==> src/core/hsur_pkg.sv <==
/*
  constants, field layout and carrier types of the high-speed uart
  receive path with its apb register file.
  assumes one 200 MHz clock that also serves as the bit sample clock.
*/
`default_nettype none
package hsur_pkg;
  // register byte offsets
  localparam logic [7:0] OFF_CTRL = 8'h00;
  localparam logic [7:0] OFF_DIV = 8'h04;
  localparam logic [7:0] OFF_CORR = 8'h08;
  localparam logic [7:0] OFF_EOF = 8'h0c;
  localparam logic [7:0] OFF_EST_DIV = 8'h10;
  localparam logic [7:0] OFF_EST_CORR = 8'h14;
  localparam logic [7:0] OFF_STAT = 8'h18;
  localparam logic [7:0] OFF_BUFSZ = 8'h1c;
  localparam logic [7:0] OFF_BUFREL = 8'h20;
  // control fields
  localparam int CTRL_MODE_LO = 0;
  localparam int CTRL_KEEP = 2;
  localparam int CTRL_RX_STOP2 = 3;
  localparam int CTRL_TX_STOP2 = 4;
  localparam int CTRL_TX_DIV1 = 5;
  localparam int CORR_TX_LO = 16;
  // status fields
  localparam int STAT_FER = 0;
  localparam int STAT_OVF = 1;
  localparam int STAT_EST = 2;
  localparam int STAT_BUF_LO = 3;
  // widths
  localparam int DIV_W = 12;
  localparam int CORR_W = 11;
  localparam int EOF_W = 7;
  localparam int BSZ_W = 10;
  // reset values
  localparam logic [DIV_W-1:0] DIV_RST = 12'h0eb;
  localparam logic [EOF_W-1:0] EOF_RST = 7'h0a;
  localparam logic [BSZ_W-1:0] BUFSZ_RST = 10'h3ff;
  localparam logic [2:0] NUM_BUFS = 3'h4;
  // fixed figures of the line protocol
  localparam logic [EOF_W-1:0] EOF_MAX = 7'h7a;
  localparam logic [3:0] CAL_BITS = 4'h9;
  localparam logic [3:0] START_PRELOAD = 4'h3;
  localparam logic [DIV_W-1:0] EST_OVF_DIV = 12'h3ff;
  localparam logic [3:0] LAST_STOP1 = 4'h9;
  localparam logic [3:0] LAST_STOP2 = 4'ha;
  // estimator modes
  localparam logic [1:0] MODE_OFF = 2'h0;
  localparam logic [1:0] MODE_AUTO = 2'h1;
  localparam logic [1:0] MODE_REPORT = 2'h2;

  typedef struct packed {
    logic psel;
    logic penable;
    logic pwrite;
    logic [7:0] paddr;
    logic [31:0] pwdata;
  } hsur_apb_req_t;

  typedef struct packed {
    logic [31:0] prdata;
    logic pready;
    logic pslverr;
  } hsur_apb_rsp_t;

  typedef enum logic [1:0] {RX_IDLE, RX_CAL, RX_BITS, RX_GAP} hsur_rx_st_t;
  typedef enum logic {TX_IDLE, TX_BITS} hsur_tx_st_t;
endpackage
`default_nettype wire

==> src/core/hsur_receiver.sv <==
/*
  high-speed uart host receive path: bit sampler, end-of-frame detection,
  rate estimator, rts/cts flow control, byte transmitter, apb registers.
  assumes clk is the sample clock; the buffer manager takes one received
  byte per rx_valid pulse and holds tx_valid/tx_data until tx_ack.
*/
// Functional notes
// - frame ends after the programmed number of consecutive idle one bits.
// - estimator counts cycles over nine zero bits, divides by nine, reports.
// - estimator mode 1 applies estimated divider and correction to rx and tx.
// - estimator mode 2 only reports; programmed values stay in use.
// - auto mode transmit uses programmed values until a reception occurred.
// - calibration byte goes to the buffer only when the keep flag is set.
// - estimator overflow raises framing error and forces divider to 1023.
// - cts is sampled before each byte; byte waits while cts is high.
// - rts falls when a buffer frees, rises at frame end if none left.
// - all buffers available after reset so rts starts low.
// - overflowing frame raises overflow, keeps rts low, drops extra bytes.
// - falling edge on rx is resynchronised, then cycles time each bit.
// - each bit is sampled when the counter reaches half the divider.
// - the cycle counter is preloaded with three at start detection; the bit index starts at zero.
// - bit length is divider plus its correction bit, indexed start to stop.
// - firmware sets timing, frees a buffer, rts falls, waits frame end.
// - a stop bit sampled low raises framing error; reception continues.
// - eight data bits, lsb first, between a zero start bit and stop bits.
// - stop bit count is one or two, separately for rx and tx.
// - end-of-frame length ranges from one to 122 bit periods.
`default_nettype none
module hsur_receiver #(
  parameter int EST_W = 14
) (
  // clock and reset
  input wire logic clk,
  input wire logic rst_b,
  // apb slave
  input wire hsur_pkg::hsur_apb_req_t apb_req,
  output hsur_pkg::hsur_apb_rsp_t apb_rsp,
  // uart pins
  input wire logic rx_line,
  input wire logic cts_b,
  output logic tx_line,
  output logic rts_b,
  // buffer manager side
  output logic rx_valid,
  output logic [7:0] rx_data,
  output logic eor,
  input wire logic tx_valid,
  input wire logic [7:0] tx_data,
  output logic tx_ack,
  // sticky event flags
  output logic fer_flag,
  output logic ovf_flag
);
  import hsur_pkg::*;

  function automatic logic [CORR_W-1:0] spread(input logic [3:0] rem);
    logic [CORR_W-1:0] p;
    p = '0;
    for (int i = 0; i < CORR_W; i++) begin
      p[i] = (((i + 1) * rem) / 9) > ((i * rem) / 9);
    end
    return p;
  endfunction

  function automatic logic [DIV_W:0] bitlen(input logic [DIV_W-1:0] d,
      input logic [CORR_W-1:0] c, input logic [3:0] idx);
    return {1'b0, d} + {{DIV_W{1'b0}}, c[idx]};
  endfunction

  // registers
  logic [5:0] ctrl_r;
  logic [DIV_W-1:0] div_r, est_div_r;
  logic [CORR_W-1:0] rx_corr_r, tx_corr_r, est_corr_r;
  logic [EOF_W-1:0] eof_r;
  logic [BSZ_W-1:0] bufsz_r;
  logic est_valid_r, fer_r, ovf_r;
  logic [2:0] bufcnt_r;
  hsur_apb_rsp_t rsp_r;

  // rx path state
  hsur_rx_st_t rx_st_r;
  logic rx_s1_r, rx_s2_r, rx_s3_r;
  logic [DIV_W:0] cnt_r;
  logic [3:0] bi_r;
  logic [7:0] sh_r;
  logic [EST_W-1:0] ecnt_r;
  logic [EOF_W-1:0] eofcnt_r;
  logic [BSZ_W:0] bytes_r;
  logic ovf_frame_r, rx_valid_r, eor_r, rts_b_r;
  logic [7:0] rx_data_r;
  logic fer_set, ovf_set, deliver;

  // tx path state
  hsur_tx_st_t tx_st_r;
  logic [DIV_W:0] tcnt_r;
  logic [3:0] tbi_r;
  logic [9:0] tsh_r;
  logic tx_line_r, tx_ack_r;

  // derived
  logic [1:0] mode;
  logic use_est;
  logic [DIV_W-1:0] rdiv, tdiv;
  logic [CORR_W-1:0] rcorr, tcorr;
  logic [EOF_W-1:0] eof_len;
  logic [DIV_W:0] rlen, tlen;
  logic fall;
  logic [3:0] last_stop;
  logic [EST_W-1:0] q_full;
  logic [3:0] rem;
  logic wr, rd_setup, buf_free, buf_take;

  assign mode = ctrl_r[CTRL_MODE_LO +: 2];
  assign use_est = (mode == MODE_AUTO) && est_valid_r;
  assign rdiv = use_est ? est_div_r : div_r;
  assign rcorr = use_est ? est_corr_r : rx_corr_r;
  assign tdiv = use_est ? est_div_r
              : div_r + {{(DIV_W-1){1'b0}}, ctrl_r[CTRL_TX_DIV1]};
  assign tcorr = use_est ? est_corr_r : tx_corr_r;
  assign eof_len = (eof_r == '0) ? {{(EOF_W-1){1'b0}}, 1'b1}
                 : (eof_r > EOF_MAX) ? EOF_MAX : eof_r;
  assign rlen = bitlen(rdiv, rcorr, bi_r);
  assign tlen = bitlen(tdiv, tcorr, tbi_r);
  assign fall = rx_s3_r && !rx_s2_r;
  assign last_stop = ctrl_r[CTRL_RX_STOP2] ? LAST_STOP2 : LAST_STOP1;
  assign q_full = ecnt_r / EST_W'(CAL_BITS);
  assign rem = 4'(ecnt_r % EST_W'(CAL_BITS));
  assign wr = apb_req.psel && apb_req.penable && apb_req.pwrite;
  assign rd_setup = apb_req.psel && !apb_req.penable;
  assign buf_free = wr && (apb_req.paddr == OFF_BUFREL) && apb_req.pwdata[0];

  // rx line resynchroniser
  always_ff @(posedge clk or negedge rst_b) begin
    if (!rst_b) begin
      rx_s1_r <= 1'b1;
      rx_s2_r <= 1'b1;
      rx_s3_r <= 1'b1;
    end else begin
      rx_s1_r <= rx_line;
      rx_s2_r <= rx_s1_r;
      rx_s3_r <= rx_s2_r;
    end
  end

  // receive sequencer
  always_ff @(posedge clk or negedge rst_b) begin
    if (!rst_b) begin
      rx_st_r <= RX_IDLE;
      cnt_r <= '0;
      bi_r <= '0;
      sh_r <= '0;
      ecnt_r <= '0;
      eofcnt_r <= '0;
      est_div_r <= DIV_RST;
      est_corr_r <= '0;
      est_valid_r <= 1'b0;
      fer_set <= 1'b0;
      deliver <= 1'b0;
      eor_r <= 1'b0;
    end else begin
      fer_set <= 1'b0;
      deliver <= 1'b0;
      eor_r <= 1'b0;
      case (rx_st_r)
        RX_IDLE: begin
          if (fall && mode != MODE_OFF) begin
            rx_st_r <= RX_CAL;
            // the lagged line samples count the rest of the low time
            ecnt_r <= EST_W'(1);
          end else if (fall) begin
            rx_st_r <= RX_BITS;
            cnt_r <= (DIV_W+1)'(START_PRELOAD);
            bi_r <= '0;
          end
        end
        RX_CAL: begin
          if (rx_s2_r) begin
            if (&ecnt_r) begin
              est_div_r <= EST_OVF_DIV;
              est_corr_r <= '0;
              fer_set <= 1'b1;
            end else begin
              est_div_r <= DIV_W'(q_full);
              est_corr_r <= spread(rem);
              sh_r <= 8'h00;
              deliver <= ctrl_r[CTRL_KEEP];
            end
            est_valid_r <= 1'b1;
            rx_st_r <= RX_GAP;
            cnt_r <= (DIV_W+1)'(1);
            eofcnt_r <= '0;
          end else if (!(&ecnt_r)) begin
            ecnt_r <= ecnt_r + EST_W'(1);
          end
        end
        RX_BITS: begin
          cnt_r <= cnt_r + (DIV_W+1)'(1);
          if (cnt_r == {2'b00, rdiv[DIV_W-1:1]}) begin
            if (bi_r == 4'h0 && rx_s2_r) begin
              rx_st_r <= (eofcnt_r != '0 || bytes_r != '0) ? RX_GAP : RX_IDLE;
              cnt_r <= (DIV_W+1)'(1);
            end else if (bi_r >= 4'h1 && bi_r <= 4'h8) begin
              sh_r <= {rx_s2_r, sh_r[7:1]};
            end else if (bi_r >= LAST_STOP1) begin
              fer_set <= !rx_s2_r;
              deliver <= (bi_r == last_stop);
            end
          end
          if (cnt_r >= rlen) begin
            cnt_r <= (DIV_W+1)'(1);
            bi_r <= bi_r + 4'h1;
            if (bi_r == last_stop) begin
              rx_st_r <= RX_GAP;
              eofcnt_r <= '0;
            end
          end
        end
        RX_GAP: begin
          cnt_r <= cnt_r + (DIV_W+1)'(1);
          if (fall) begin
            rx_st_r <= RX_BITS;
            cnt_r <= (DIV_W+1)'(START_PRELOAD);
            bi_r <= '0;
          end else if (!rx_s2_r) begin
            // a low line is no idle bit: restart the run of ones
            cnt_r <= (DIV_W+1)'(1);
            eofcnt_r <= '0;
          end else if (cnt_r >= {1'b0, rdiv}) begin
            cnt_r <= (DIV_W+1)'(1);
            eofcnt_r <= eofcnt_r + EOF_W'(1);
            if (eofcnt_r + EOF_W'(1) == eof_len) begin
              eor_r <= 1'b1;
              rx_st_r <= RX_IDLE;
              eofcnt_r <= '0;
            end
          end
        end
        default: rx_st_r <= RX_IDLE;
      endcase
    end
  end

  // byte delivery and overflow guard
  assign ovf_set = deliver && (bytes_r >= {1'b0, bufsz_r});
  always_ff @(posedge clk or negedge rst_b) begin
    if (!rst_b) begin
      bytes_r <= '0;
      ovf_frame_r <= 1'b0;
      rx_valid_r <= 1'b0;
      rx_data_r <= '0;
    end else begin
      rx_valid_r <= deliver && !ovf_set && !ovf_frame_r;
      if (deliver) begin
        rx_data_r <= sh_r;
        if (!ovf_set) begin
          bytes_r <= bytes_r + (BSZ_W+1)'(1);
        end
      end
      if (ovf_set) begin
        ovf_frame_r <= 1'b1;
      end
      if (eor_r) begin
        bytes_r <= '0;
        ovf_frame_r <= 1'b0;
      end
    end
  end

  // buffer availability and rts
  assign buf_take = eor_r && !ovf_frame_r;
  always_ff @(posedge clk or negedge rst_b) begin
    if (!rst_b) begin
      bufcnt_r <= NUM_BUFS;
      rts_b_r <= 1'b0;
    end else begin
      if (buf_free && !buf_take && bufcnt_r != NUM_BUFS) begin
        bufcnt_r <= bufcnt_r + 3'h1;
      end else if (buf_take && !buf_free && bufcnt_r != '0) begin
        bufcnt_r <= bufcnt_r - 3'h1;
      end
      if (buf_free) begin
        rts_b_r <= 1'b0;
      end else if (buf_take && bufcnt_r <= 3'h1) begin
        rts_b_r <= 1'b1;
      end
    end
  end

  // byte transmitter
  always_ff @(posedge clk or negedge rst_b) begin
    if (!rst_b) begin
      tx_st_r <= TX_IDLE;
      tcnt_r <= '0;
      tbi_r <= '0;
      tsh_r <= '1;
      tx_line_r <= 1'b1;
      tx_ack_r <= 1'b0;
    end else begin
      tx_ack_r <= 1'b0;
      case (tx_st_r)
        TX_IDLE: begin
          tx_line_r <= 1'b1;
          if (tx_valid && !tx_ack_r && !cts_b) begin
            tx_st_r <= TX_BITS;
            tsh_r <= {1'b1, tx_data, 1'b0};
            tx_line_r <= 1'b0;
            tcnt_r <= (DIV_W+1)'(1);
            tbi_r <= '0;
          end
        end
        TX_BITS: begin
          tcnt_r <= tcnt_r + (DIV_W+1)'(1);
          if (tcnt_r >= tlen) begin
            tcnt_r <= (DIV_W+1)'(1);
            tbi_r <= tbi_r + 4'h1;
            tsh_r <= {1'b1, tsh_r[9:1]};
            tx_line_r <= tsh_r[1];
            if (tbi_r == (ctrl_r[CTRL_TX_STOP2] ? LAST_STOP2
                          : LAST_STOP1)) begin
              tx_st_r <= TX_IDLE;
              tx_line_r <= 1'b1;
              tx_ack_r <= 1'b1;
            end
          end
        end
        default: tx_st_r <= TX_IDLE;
      endcase
    end
  end

  // apb register writes
  always_ff @(posedge clk or negedge rst_b) begin
    if (!rst_b) begin
      ctrl_r <= '0;
      div_r <= DIV_RST;
      rx_corr_r <= '0;
      tx_corr_r <= '0;
      eof_r <= EOF_RST;
      bufsz_r <= BUFSZ_RST;
    end else if (wr) begin
      case (apb_req.paddr)
        OFF_CTRL: ctrl_r <= apb_req.pwdata[5:0];
        OFF_DIV: div_r <= apb_req.pwdata[DIV_W-1:0];
        OFF_CORR: begin
          rx_corr_r <= apb_req.pwdata[CORR_W-1:0];
          tx_corr_r <= apb_req.pwdata[CORR_TX_LO +: CORR_W];
        end
        OFF_EOF: eof_r <= apb_req.pwdata[EOF_W-1:0];
        OFF_BUFSZ: bufsz_r <= apb_req.pwdata[BSZ_W-1:0];
        default: ;
      endcase
    end
  end

  // sticky flags, write one to clear, a new event wins
  always_ff @(posedge clk or negedge rst_b) begin
    if (!rst_b) begin
      fer_r <= 1'b0;
      ovf_r <= 1'b0;
    end else begin
      if (fer_set) begin
        fer_r <= 1'b1;
      end else if (wr && apb_req.paddr == OFF_STAT
                   && apb_req.pwdata[STAT_FER]) begin
        fer_r <= 1'b0;
      end
      if (ovf_set) begin
        ovf_r <= 1'b1;
      end else if (wr && apb_req.paddr == OFF_STAT
                   && apb_req.pwdata[STAT_OVF]) begin
        ovf_r <= 1'b0;
      end
    end
  end

  // apb read data and answer, captured in the setup cycle
  always_ff @(posedge clk or negedge rst_b) begin
    if (!rst_b) begin
      rsp_r <= '0;
    end else begin
      rsp_r.pready <= 1'b1;
      if (rd_setup) begin
        rsp_r.pslverr <= 1'b0;
        rsp_r.prdata <= '0;
        case (apb_req.paddr)
          OFF_CTRL: rsp_r.prdata[5:0] <= ctrl_r;
          OFF_DIV: rsp_r.prdata[DIV_W-1:0] <= div_r;
          OFF_CORR: begin
            rsp_r.prdata[CORR_W-1:0] <= rx_corr_r;
            rsp_r.prdata[CORR_TX_LO +: CORR_W] <= tx_corr_r;
          end
          OFF_EOF: rsp_r.prdata[EOF_W-1:0] <= eof_r;
          OFF_EST_DIV: rsp_r.prdata[DIV_W-1:0] <= est_div_r;
          OFF_EST_CORR: rsp_r.prdata[CORR_W-1:0] <= est_corr_r;
          OFF_STAT: rsp_r.prdata[5:0] <= {bufcnt_r, est_valid_r, ovf_r, fer_r};
          OFF_BUFSZ: rsp_r.prdata[BSZ_W-1:0] <= bufsz_r;
          OFF_BUFREL: ;
          default: rsp_r.pslverr <= 1'b1;
        endcase
      end
    end
  end

  assign apb_rsp = rsp_r;
  assign tx_line = tx_line_r;
  assign rts_b = rts_b_r;
  assign rx_valid = rx_valid_r;
  assign rx_data = rx_data_r;
  assign eor = eor_r;
  assign tx_ack = tx_ack_r;
  assign fer_flag = fer_r;
  assign ovf_flag = ovf_r;
endmodule
`default_nettype wire

==> config.mk <==
export PLATFORM = sky130hd
export DESIGN_NAME = hsur_receiver
export DESIGN_NICKNAME = d
export VERILOG_FILES = /design/src/core/hsur_pkg.sv /design/src/core/hsur_receiver.sv
export SDC_FILE = /design/constraint.sdc
export NUM_CORES = 1
export LEC_CHECK = 0
export BUFFER_PORTS_ARGS = -buffer_cell sky130_fd_sc_hd__buf_4
export CAP_MARGIN = 20
export CORE_MARGIN = 5
export CORE_UTILIZATION = 50
export DETAILED_ROUTE_END_ITERATION = 16
export HOLD_SLACK_MARGIN = 0.02
export MAX_ROUTING_LAYER = met4
export PLACE_DENSITY_LB_ADDON = 0.12
export SLEW_MARGIN = 20
export SYNTH_ARGS = -nofsm -noshare
export SYNTH_HDL_FRONTEND = slang
export SYNTH_SLANG_ARGS = --single-unit
export TNS_END_PERCENT = 10
==> constraint.sdc <==
create_clock -name clk -period 13.54 [get_ports clk]
set_clock_uncertainty 0.15 [all_clocks]
set_input_delay 4.062 -clock clk [delete_from_list [all_inputs] [get_ports clk]]
set_output_delay 4.062 -clock clk [all_outputs]
set_load 0.1 [all_outputs]
* Word level (Yosys, flattened, before mapping)
Cells that the tools add are included.
** Word-level totals
- Word-level logic and storage cells :: 315
- Output and inout port bits :: 49
- Bits of input ports :: 56
- Register bits :: 217
** Operators by class
- Divide/modulo/power cells :: 13
- $lt $le $gt $ge :: 22
- $add $sub $neg :: 12
- Mux-type cells :: 118
- Eq/ne operators :: 37
- $mul :: 7
- Bitwise gates (word level) :: 1
- Reductions and logical operators :: 67
** Operator list (number)
- $gt A32 B32 Y1 :: 10
- $mux W13 :: 11
- $div A7 B4 Y32 const B :: 4
- $div A8 B4 Y32 const B :: 3
- $mux W11 :: 7
- $div A6 B4 Y32 const B :: 2
- $mux W7 :: 9
- $pmux W13 S4 :: 1
- $pmux W6 S8 :: 1
- $mux W14 :: 3
- $mux W8 :: 5
- $mux W1 :: 37
- $mux W12 :: 3
- $div A4 B4 Y32 const B :: 1
- $div A5 B4 Y32 const B :: 1
- $eq A8 B5 Y1 const B :: 4
- $gt A32 B1 Y1 const B :: 1
- $mux W2 :: 14
- $ne A2 B2 Y1 const B :: 14
- $pmux W14 S2 :: 1
- $add A12 B1 Y13 :: 2
- $add A13 B1 Y13 const B :: 2
- $ge A13 B13 Y1 :: 2
- $pmux W13 S2 :: 1
- other kinds (63) :: 138

* Longest topological paths before layout
Gate-level depths: netlist of the first run.
- Depth after elaboration :: 9
- Depth in mapped cells :: 67
- Gate-level depth less buffers :: 63

* Worst setup path before layout of the first run
OpenSTA, ideal clock, no wires.
- Path kind :: register to register
- Start :: reg ecnt_r[9]
- End :: reg est_corr_r[9]
- Data required time :: 13257 ps
- Clock period less this slack :: 13458 ps
- Cell stages (with the launch flop) :: 64
- Path buffers :: 6
- Slack :: 82 ps
- Setup time :: 133 ps
- Arrival :: 13175 ps
- Path through :: dfrtp_1 > buf_2 > or3b_1 > buf_2 > a32oi_2 > o31ai_2 > a2111oi_2 > a211o_1 > o211ai_2 > nor2_2 > mux2_4 > nand3_1 > or4b_4 > mux2_4 > buf_6 > a21oi_1 > nor2_1 > ha_1 > (+28 left out) > a21o_1 > buf_4 > inv_2 > xnor2_1 > ha_1 > o21bai_1 > a2111oi_1 > o211a_1 > a21boi_1 > o21a_1 > ha_1 > nor2b_1 > o21ai_0 > nand2b_1 > a21oi_1 > a41oi_1 > o21ai_0 > o21ai_0
** Between the ends
- Cells in the longest elaborated chain, start to end :: 5
- Elaborated cells on any way between the ends :: 8
- Classes of those cells :: 2 x mul; 3 x div; 1 x order compare; 1 x mux; 1 x reduce/logical
** RTL lines
- start, declared :: RTL line hsur_receiver.sv:86 : logic [EST_W-1:0] ecnt_r;
- start signal, assigned :: RTL line hsur_receiver.sv:193 : ecnt_r <= ecnt_r + EST_W'(1);
- $mod A14 B4 Y14 :: RTL line hsur_receiver.sv:127 : assign rem = 4'(ecnt_r % EST_W'(CAL_BITS));
- $mul A3 B4 Y7 / $mul A4 B4 Y8 (equally long branches) :: RTL line hsur_receiver.sv:60 : p[i] = (((i + 1) * rem) / 9) > ((i * rem) / 9);
- $div A8 B4 Y32 :: RTL line hsur_receiver.sv:60
- $gt A32 B32 Y1 :: RTL line hsur_receiver.sv:60
- $mux W11 * :: RTL line hsur_receiver.sv:178 : if (&ecnt_r) begin
- end signal, assigned :: RTL line hsur_receiver.sv:184 : est_corr_r <= spread(rem);
- end, declared :: RTL line hsur_receiver.sv:73 : logic [CORR_W-1:0] rx_corr_r, tx_corr_r, est_corr_r;
Mark *: on every way between the ends. The rest lies on a longest branch, timed or not.
A chain may end at the register's enable or synchronous reset.

* Worst setup path in the final report of the first run
- Start :: reg ecnt_r[13]
- End :: reg est_corr_r[9]
The elaborated chain is that of the path after synthesis.

==> results of run 1 <==
[path summary, 6_finish.rpt]
kind                                 start            end  slack [ps]
worst min-delay path               rx_s1_r        rx_s2_r         230
worst min register to register     rx_s1_r        rx_s2_r         230
min in group asynchronous            rst_b      tcnt_r[9]        3340
worst max-delay path            ecnt_r[13]  est_corr_r[9]         730
worst max register to register  ecnt_r[13]  est_corr_r[9]         730
max in group asynchronous            rst_b   rx_corr_r[2]        8410
[per-stage QoR]
step,hold WS [ps],TNS [ps],worst slack (ps)
3_5_place_dp,221.8,-56.18,-56.18
6_report,229.2,0,734.7
3_3_place_gp,220.0,0,62.62
5_1_grt,229.5,-26.54,-26.54
2_1_floorplan,195.2,0,82.38
4_1_cts,229.9,0,37.54
[routing by layer]
metal	part of all wire [%]	GRT usage (%)	up-vias
li1	-	-	9013
met1	44	33.43	9097
met2	49	43.90	502
met3	4.8	2.451	72
met4	1.5	4.748	0
met5	0	-	-
[sequential cells by signal, summed over array words and instances (netlist names), 10 cells and up]
register / flops
est_corr_r: 11
bufsz_r: 10
rx_corr_r: 11
est_div_r: 11
cnt_r: 13
tcnt_r: 13
div_r: 12
ecnt_r: 14
tx_corr_r: 11
apb_rsp: 25
bytes_r: 11
[power by group through the flow]
stage | Clock, W | Sequential, W | Combinational, W
after floorplan | 0 | 0.000804 | 0.00224
final | 0.000668 | 0.000833 | 0.00323
after global routing | 0.000705 | 0.000844 | 0.00363
after CTS | 0.000681 | 0.000831 | 0.00319
after detailed placement | 0 | 0.000842 | 0.00317
after global placement | 0 | 0.000839 | 0.00307
[cell usage after synthesis (all sizes together) (12+ instances only)]
library cell | instances | share of area, %
a21oi | 143 | 3.6
inv | 106 | 2.0
mux2i | 33 | 1.7
nand2b | 52 | 1.6
dfrtp | 177 | 22
a21boi | 16 | 0.62
a211oi | 31 | 1.3
xor2 | 50 | 2.2
ha | 158 | 9.9
or2 | 12 | 0.38
nor2 | 188 | 3.6
o22ai | 12 | 0.41
mux2 | 72 | 4.1
o21ai | 199 | 5.1
nand3b | 14 | 0.53
a22oi | 34 | 1.3
or3 | 19 | 0.60
nor4 | 18 | 0.63
nor3 | 55 | 1.4
and3 | 43 | 1.3
a21o | 33 | 1.2
dfstp | 37 | 4.9
a31oi | 24 | 0.75
nand2 | 243 | 4.6
clkbuf | 76 | 1.4
a221oi | 12 | 0.74
o21a | 21 | 0.79
xnor2 | 76 | 3.4
buf | 35 | 1.1
and2 | 22 | 0.69
nor2b | 48 | 1.5
nand3 | 67 | 1.7
o31ai | 28 | 1.2
nand4 | 44 | 1.4
[repair_timing]
item	4_1_cts	5_1_grt
pin swaps	0	12
setup buffers	0	14
hold buffers	0	0
endpoints found under the setup margin	1	6
gates resized for setup	2	45
endpoints found under the hold margin	0	0
[cell type report]
cell class	count	area, um^2
well taps	525	656.9
inverters	110	417.9
fillers	3593	16810
clock buffers	28	634.4
clock inverters	14	178.9
multi-input cells	1963	13830
repair buffers	214	1612
flip-flops and latches	214	5408
[logic make-up after synthesis]
group	after synthesis	share of synthesized area (%)
fa+ha+maj	169	10.87
xor+xnor	126	5.573
mux	113	6.665
flops	214	27.09
simple gates	855	21.29
compound gates	690	23.83
buf+inv	221	4.638
other cells	2	0.03767
[worst max-delay path: cells and delay by family (launching register included)]
family / cells / cell delay [ps]
AO/OA/AOI/OAI: 24 / 5170
XOR/XNOR: 1 / 150
adder cells (fa/ha/maj): 8 / 2200
buffers and inverters: 6 / 710
flip-flops: 1 / 520
multiplexers: 3 / 1030
AND/OR/NAND/NOR: 13 / 2710
==> results.json, run 1 <==
{
  "ws_path_type": "reg -> reg",
  "synth.distinct_cells": 125,
  "fin_area_um2": 22740,
  "port-buffer-count": 86,
  "drt_drc_violations_left": 0,
  "synthesis.yosys.warnings": 0,
  "min_path_cells": 0,
  "reg2reg_depth": 55,
  "mostFrequentLayoutCell": "sky130_fd_sc_hd__nand2_1",
  "power.net_switching_w": 0.002219,
  "p_int_w": 0.002514,
  "syn-mean-instance-area_um2": 8.342,
  "design.portCount": 105,
  "combPwrFrac_pct": 68.3,
  "clk_latency_ps": 540,
  "fin_nets": 2748,
  "total_leakage_power_nw": 10.26,
  "n_antenna_cell": 0,
  "clk_root_buffer_cell": "sky130_fd_sc_hd__clkbuf_16",
  "min_period_ps": 12810,
  "floorplan.die.width_um": 209.7,
  "tritoncts_num_sinks": 214,
  "max-vdd-ir-drop_mv": 0.4460,
  "post_drt_wl_per_cell_um": 18.45,
  "placeableCoreArea_um2": 39550,
  "placedInstanceArea_um2": 21630,
  "cts.reportedPaths.clkPinSlew_ps": 60,
  "grt_start_max_net_pins": 83,
  "drt_first_iter_violations": 1382,
  "proportion_of_synthesized_chip_area_in_sequential_cells_pct": 27.09,
  "maxSlewViolCount": 0,
  "power_switching_share_pct": 46.89,
  "floorplan_die_area_um2": 43970,
  "cts-buffers-inserted": 23,
  "most_frequent_cp_cell": "sky130_fd_sc_hd__ha_1",
  "timing.critical_path.slowest_cell_delay_ps": 600,
  "power_frac_clock_pct": 14.1,
  "period_share_pct": 94.57,
  "placedCellCount": 3012,
  "cts_tree": "built",
  "mappedNetlistArea_um2": 19940,
  "crit_path_top_delay_cell": "sky130_fd_sc_hd__a221oi_1",
  "setup_viol": 0,
  "worstSetupEndpointType": "flip-flop",
  "global_route.overflow_total": 0,
  "powerDensity_nw_per_um2": 208.2,
  "cts_max_path_buffers": 3,
  "synth_top_flop_cell": "sky130_fd_sc_hd__dfrtp_1",
  "first_global_vias": 17940,
  "report.power.total_w": 0.004733,
  "core.rowCount": 73,
  "run_status": "finished clean",
  "fp.dieH_um": 209.7,
  "areaGrowthSynthToFinish_pct": 14.05,
  "highest_count_cells_in_the_layout_ignoring_fill_and_taps": "241 x sky130_fd_sc_hd__nand2_1, 212 x sky130_fd_sc_hd__buf_4, 186 x sky130_fd_sc_hd__o21ai_0, 183 x sky130_fd_sc_hd__nor2_1, 172 x sky130_fd_sc_hd__dfrtp_1",
  "post_route_cells_drive_above_1_share_pct": 18.99,
  "final-hold-violation-count": 0,
  "placer_congestion_estimate": 0.9035,
  "async_reset_ff_share_pct": 100.0,
  "drtPass1Iterations": 9,
  "synth_edf_count": 0,
  "setup.worst_path.start_class": "flip-flop",
  "power.sequential.fraction_pct": 17.6,
  "dr_total_vias": 18680,
  "drv_cap": 0,
  "critPathRequiredTime_ps": 13790,
  "number_of_antenna_violations_at_the_first_check_in_global_routing": 0,
  "drt-total-wl_mm": 56.61,
  "grtUsageTotal_pct": 25.58,
  "grt_first_pass_wirelength_mm": 92.76,
  "layout.core_utilization_pct": 57.49,
  "ys_seq_elements": 214,
  "drt.antenna.violating_nets": 0,
  "critPathMaxFanout": 17,
  "max_freq_mhz": 78.09,
  "dpl.hpwl_mm": 43.53,
  "cts_h_tree_depth": 1,
  "initial_standard_cell_utilization_of_the_core_pct": 50.41,
  "timing.hold.worst.class": "reg -> reg",
  "max-slew-margin-rel_pct": 30.25,
  "synth_cells": 2390,
  "post_drt_via_cell_ratio": 6.090,
  "worst_slew_pin_slew_ps": 1044,
  "worst_ep_arrival_time_ps": 13060,
  "final-instance-count-excl-fill": 3068
}
No activity file was read; power rests on OpenSTA's default activity.
==> run 2: changes to the inputs <==
Settings changed: CTS_CLUSTER_SIZE from default to 28.
Clock period 13.54 ns to 15.89 ns, I/O delays scaled along.
==> results.json, run 2 (synthesized netlist as in run 1, its figures left out) <==
{
  "run_status": "finished clean",
  "drv_cap": 0,
  "highest_count_cells_in_the_layout_ignoring_fill_and_taps": "241 x sky130_fd_sc_hd__nand2_1, 188 x sky130_fd_sc_hd__o21ai_0, 184 x sky130_fd_sc_hd__nor2_1, 174 x sky130_fd_sc_hd__dfrtp_1, 158 x sky130_fd_sc_hd__ha_1",
  "top_usage_layer": "met2",
  "drt-total-wl_mm": 55.11,
  "cts_tree": "built",
  "floorplan_die_area_um2": 43970,
  "first_global_vias": 17130,
  "rrSetupSlack_ps": 1090,
  "max-vdd-ir-drop_mv": 0.3768,
  "placer_congestion_estimate": 0.9108,
  "drt_first_iter_violations": 1567,
  "grt_first_pass_wirelength_mm": 89.53,
  "tritoncts_num_sinks": 214,
  "timing.critical_path.slowest_cell_delay_ps": 580,
  "final-seq-area_um2": 5405,
  "global_route.overflow_total": 0,
  "rsz0062_at_grt": "no",
  "placedInstanceArea_um2": 20960,
  "met3_layer_usage_reported_by_global_route_pct": 2.197,
  "groute.layer.met2.usage_pct": 42.66,
  "final.setup.tns_ps": 0,
  "regToRegEndpoint": "est_corr_r[10]",
  "mostFrequentLayoutCell": "sky130_fd_sc_hd__nand2_1",
  "cts-buffers-inserted": 23,
  "largest_register_ffs": 25,
  "clk_latency_ps": 540,
  "final.fill_count": 3658,
  "n_antenna_cell": 0,
  "reg_to_reg_startpoint": "ecnt_r[13]",
  "drtPass1Iterations": 6,
  "powerDensity_nw_per_um2": 174.5,
  "reg2reg_depth": 58,
  "port-buffer-count": 86,
  "placeableCoreArea_um2": 39550,
  "worstSetupEndpointType": "flip-flop",
  "max_freq_mhz": 67.59,
  "ws_path_type": "reg -> reg",
  "final-instance-count-excl-fill": 2966,
  "grt_start_max_net_pins": 74,
  "critPathRequiredTime_ps": 16210,
  "areaGrowthSynthToFinish_pct": 9.633,
  "grtUsageTotal_pct": 24.82,
  "cts_max_path_buffers": 3,
  "post_drt_via_cell_ratio": 6.100,
  "drt.antenna.violating_nets": 0,
  "floorplan.die.width_um": 209.7,
  "placedCellCount": 2923,
  "worst_setup_path_endpoint": "est_corr_r[10]",
  "cts.reportedPaths.clkPinSlew_ps": 60,
  "worst_slew_pin_slew_ps": 1049,
  "most_frequent_cp_cell": "sky130_fd_sc_hd__ha_1",
  "design.portCount": 105,
  "maxSlewViolCount": 0,
  "post_drt_wl_per_cell_um": 18.58,
  "max-slew-margin-rel_pct": 29.64,
  "critPathMaxFanout": 17,
  "min_period_ps": 14800,
  "dr_total_vias": 18090,
  "clk_root_buffer_cell": "sky130_fd_sc_hd__clkbuf_16",
  "crit_path_top_delay_cell": "sky130_fd_sc_hd__dfrtp_1",
  "dpl.hpwl_mm": 41.87,
  "post_route_cells_drive_above_1_share_pct": 14.54,
  "final-hold-violation-count": 0,
  "use_met1_pct": 32.38,
  "setup.worst_path.start_class": "flip-flop",
  "drt_drc_violations_left": 0,
  "timing.hold.worst.class": "reg -> reg",
  "fin_nets": 2646,
  "cts_h_tree_depth": 1,
  "fp.dieH_um": 209.7,
  "initial_standard_cell_utilization_of_the_core_pct": 50.41,
  "setup_viol": 0,
  "core.rowCount": 73,
  "total_leakage_power_nw": 9.765,
  "fin_area_um2": 21860,
  "worst_ep_arrival_time_ps": 15110,
  "multi_input_area_um2": 13720,
  "crit_path_start": "ecnt_r[13]",
  "period_share_pct": 93.11,
  "number_of_antenna_violations_at_the_first_check_in_global_routing": 0
}
run 2: critical path, delay by kind of cell, from the launching register on:
family	cells	cell delay, ps
adder cells (fa/ha/maj)	9	2400
XOR/XNOR	4	1050
AND/OR/NAND/NOR	12	2440
AO/OA/AOI/OAI	26	6880
multiplexers	2	520
flip-flops	1	580
buffers and inverters	5	670
run 2: per-layer routing:
| layer | wire length [um] | vias up |
|---|---|---|
| met4 | 794 | 0 |
| met2 | 27080 | 429 |
| li1 | - | 8804 |
| met5 | 0 | - |
| met1 | 24800 | 8801 |
| met3 | 2445 | 58 |
run 2: worst min path at each step:
stage | startpoint | to | slack (ps) | cells after the start
after floorplan | rx_s1_r | rx_s2_r | 200 | 0
after global placement | rx_s1_r | rx_s2_r | 220 | 0
after detailed placement | rx_s1_r | rx_s2_r | 220 | 0
after CTS | rx_s1_r | rx_s2_r | 220 | 0
after global routing | rx_s1_r | rx_s2_r | 220 | 0
final | rx_s1_r | rx_s2_r | 220 | 0
run 2: final cells by class:
class	count	share of cell area, %
multi-input cells	1963	62.77
flip-flops and latches	214	24.73
repair buffers	112	3.881
well taps	525	3.005
clock buffers	29	2.874
inverters	110	1.912
clock inverters	13	0.8243
run 2: power by group:
| part | leakage (nW) | total (W) | switching (W) | internal, W |
|---|---|---|---|---|
| sequential | 2.78 | 0.000708 | 0.0000946 | 0.000613 |
| clock | 0.390 | 0.000576 | 0.000230 | 0.000346 |
| combinational | 6.60 | 0.00253 | 0.00153 | 0.000997 |
run 2: stage by stage:
stage / hold slack (ps) / utilization [%] / power, W / setup WS [ps]
final: 219.8 / 55.27 / 0.003815 / 1095
after global routing: 220.9 / 55.27 / 0.004184 / 6.542
after CTS: 224.5 / 55.05 / 0.003808 / 409.3
after detailed placement: 215.7 / 52.99 / 0.003211 / 48.73
after global placement: 215.3 / 52.99 / 0.003123 / 343.0
after floorplan: 195.2 / - / 0.002591 / 2432
run 2: what timing repair did:
item,4_1_cts,5_1_grt
pin swaps,0,1
resized for setup,1,15
setup endpoints to repair,1,6
hold buffers,0,0
buffers inserted,0,1
==> run 3: changes to the inputs <==
Settings changed: CORE_UTILIZATION 50 to 25, CTS_CLUSTER_DIAMETER from default to 200, RECOVER_POWER from default to 25.
==> results.json, run 3 (synthesized netlist as in run 1, its figures left out) <==
{
  "final.fill_count": 8470,
  "final-seq-area_um2": 5406,
  "port-buffer-count": 86,
  "fp.dieH_um": 292.4,
  "max-vdd-ir-drop_mv": 0.07852,
  "total_leakage_power_nw": 9.555,
  "grtUsageTotal_pct": 14.47,
  "dr_total_vias": 17860,
  "timing.hold.worst_endpoint": "rx_s2_r",
  "setup.worst_path.start_class": "flip-flop",
  "cts_h_tree_depth": 1,
  "power.net_switching_w": 0.001871,
  "max-slew-margin-rel_pct": -256.7,
  "floorplan.die.width_um": 292.4,
  "floorplan_die_area_um2": 85490,
  "number_of_antenna_violations_at_the_first_check_in_global_routing": 3,
  "design.portCount": 105,
  "highest_count_cells_in_the_layout_ignoring_fill_and_taps": "241 x sky130_fd_sc_hd__nand2_1, 187 x sky130_fd_sc_hd__o21ai_0, 183 x sky130_fd_sc_hd__nor2_1, 173 x sky130_fd_sc_hd__dfrtp_1, 158 x sky130_fd_sc_hd__ha_1",
  "grt_start_max_net_pins": 96,
  "drtPass1Iterations": 7,
  "setup_viol": 0,
  "worstSetupEndpointType": "flip-flop",
  "drt_first_iter_violations": 1129,
  "critPathRequiredTime_ps": 16090,
  "power.sequential.fraction_pct": 19.5,
  "fin_nets": 2648,
  "post_route_cells_drive_above_1_share_pct": 14.03,
  "worst_ep_arrival_time_ps": 14970,
  "final-hold-violation-count": 0,
  "min_path_cells": 0,
  "timing.critical_path.slowest_cell_delay_ps": 580,
  "areaGrowthSynthToFinish_pct": 10.83,
  "power_switching_share_pct": 51.02,
  "initial_standard_cell_utilization_of_the_core_pct": 25.24,
  "regToRegEndpoint": "est_corr_r[9]",
  "cts-buffers-inserted": 11,
  "cts_max_path_buffers": 3,
  "p_int_w": 0.001797,
  "ws_path_type": "reg -> reg",
  "max_freq_mhz": 67.69,
  "min_period_ps": 14770,
  "placeableCoreArea_um2": 79000,
  "drt.antenna.violating_nets": 0,
  "power_frac_clock_pct": 8.9,
  "grt_first_pass_wirelength_mm": 99.63,
  "multi_input_area_um2": 13720,
  "core.rowCount": 103,
  "clk_latency_ps": 490,
  "worst_slew_pin_slew_ps": 5351,
  "post_drt_via_cell_ratio": 5.129,
  "run_status": "complete, but fails checks",
  "reg2reg_depth": 60,
  "rsz0062_at_grt": "yes",
  "mostFrequentLayoutCell": "sky130_fd_sc_hd__nand2_1",
  "clk_root_buffer_cell": "sky130_fd_sc_hd__clkbuf_16",
  "powerDensity_nw_per_um2": 166.0,
  "largest_register_ffs": 25,
  "rrSetupSlack_ps": 1120,
  "placer_congestion_estimate": 0.8482,
  "placedCellCount": 3461,
  "post_drt_wl_per_cell_um": 18.14,
  "tritoncts_num_sinks": 214,
  "holdCritStartpoint": "rx_s1_r",
  "drt-total-wl_mm": 63.15,
  "cts.reportedPaths.clkPinSlew_ps": 110,
  "dpl.hpwl_mm": 49.10,
  "global_route.overflow_total": 0,
  "final-instance-count-excl-fill": 3482,
  "period_share_pct": 92.97,
  "report.power.total_w": 0.003668,
  "cts_tree": "built",
  "most_frequent_cp_cell": "sky130_fd_sc_hd__ha_1",
  "timing.hold.worst.class": "reg -> reg",
  "maxSlewViolCount": 96,
  "drv_cap": 1,
  "drt_drc_violations_left": 0,
  "crit_path_top_delay_cell": "sky130_fd_sc_hd__dfrtp_1",
  "failing_checks": "capacitance limit, slew limit",
  "combPwrFrac_pct": 71.6,
  "reg_to_reg_startpoint": "ecnt_r[8]",
  "critPathMaxFanout": 14,
  "first_global_vias": 17110
}
## run 3: cell count changes in the layout (fill, tap and decap cells not counted), sizes merged
cell      previous run  this run
buf                112       122
clkbuf              29        20
clkinv               9         4
bufinv               4         0
clkinvlp             3         0
diode                0         2
## run 3: power groups by stage
stage	combinational (W)	sequential, W	clock [W]
after floorplan	0.00191	0.000686	0
after global placement	0.00259	0.000727	0
after detailed placement	0.00264	0.000727	0
after CTS	0.00265	0.000717	0.000345
after global routing	0.00298	0.000726	0.000360
final	0.00263	0.000715	0.000326
## run 3: layer usage
layer	share of wire, %	GRT usage [%]	vias up
li1	-	-	8800
met1	49	20.73	8748
met2	47	23.01	273
met3	2.7	1.061	38
met4	1.4	2.124	0
met5	0	-	-
## run 3: critical path, delay by kind of cell (launching register included)
kind	cells	cell delay, ps
compound gates	29	6980
xor+xnor	4	1170
fa+ha+maj	9	2290
buf+inv	6	850
flops	1	580
mux	2	730
simple gates	10	1850
## run 3: how the worst max path moves through the flow
| stage | from | end | slack, ps | depth (start not counted) |
|---|---|---|---|---|
| 6_report | ecnt_r[8] | est_corr_r[9] | 1120 | 60 |
| 5_1_grt | ecnt_r[8] | est_corr_r[9] | -50 | 60 |
| 4_1_cts | ecnt_r[9] | est_corr_r[10] | 560 | 64 |
| 3_5_place_dp | ecnt_r[9] | est_corr_r[10] | 600 | 64 |
| 3_3_place_gp | ecnt_r[9] | est_corr_r[10] | 720 | 65 |
| 2_1_floorplan | ecnt_r[9] | est_corr_r[9] | 2430 | 63 |
## run 3: what timing repair did
item / CTS / global route
gates resized for setup: 0 / 16
hold buffers: 0 / 0
buffers inserted: 0 / 2
endpoints found under the setup margin: 0 / 5
## run 3: cell type report
class	count	area share, %
sequential	214	24.47
clock inverter	1	0.05096
clock buffer	16	1.331
tap	1050	5.946
inverter	110	1.891
multi-input combinational	1963	62.08
antenna	2	0.02265
timing repair buffer	126	4.213
## run 3: per-stage QoR
step | util [%] | setup TNS, ps | instance area, um^2 | hold WS [ps] | worst slack, ps
floorplan | - | 0 | 19970 | 195.2 | 2432
global placement | 27.50 | 0 | 21720 | 197.6 | 721.1
detailed placement | 27.51 | 0 | 21740 | 201.2 | 599.7
CTS | 27.90 | 0 | 22040 | 216.7 | 563.1
global route | 27.97 | -64.00 | 22090 | 224.4 | -53.08
finish | 27.97 | 0 | 22100 | 213.2 | 1117
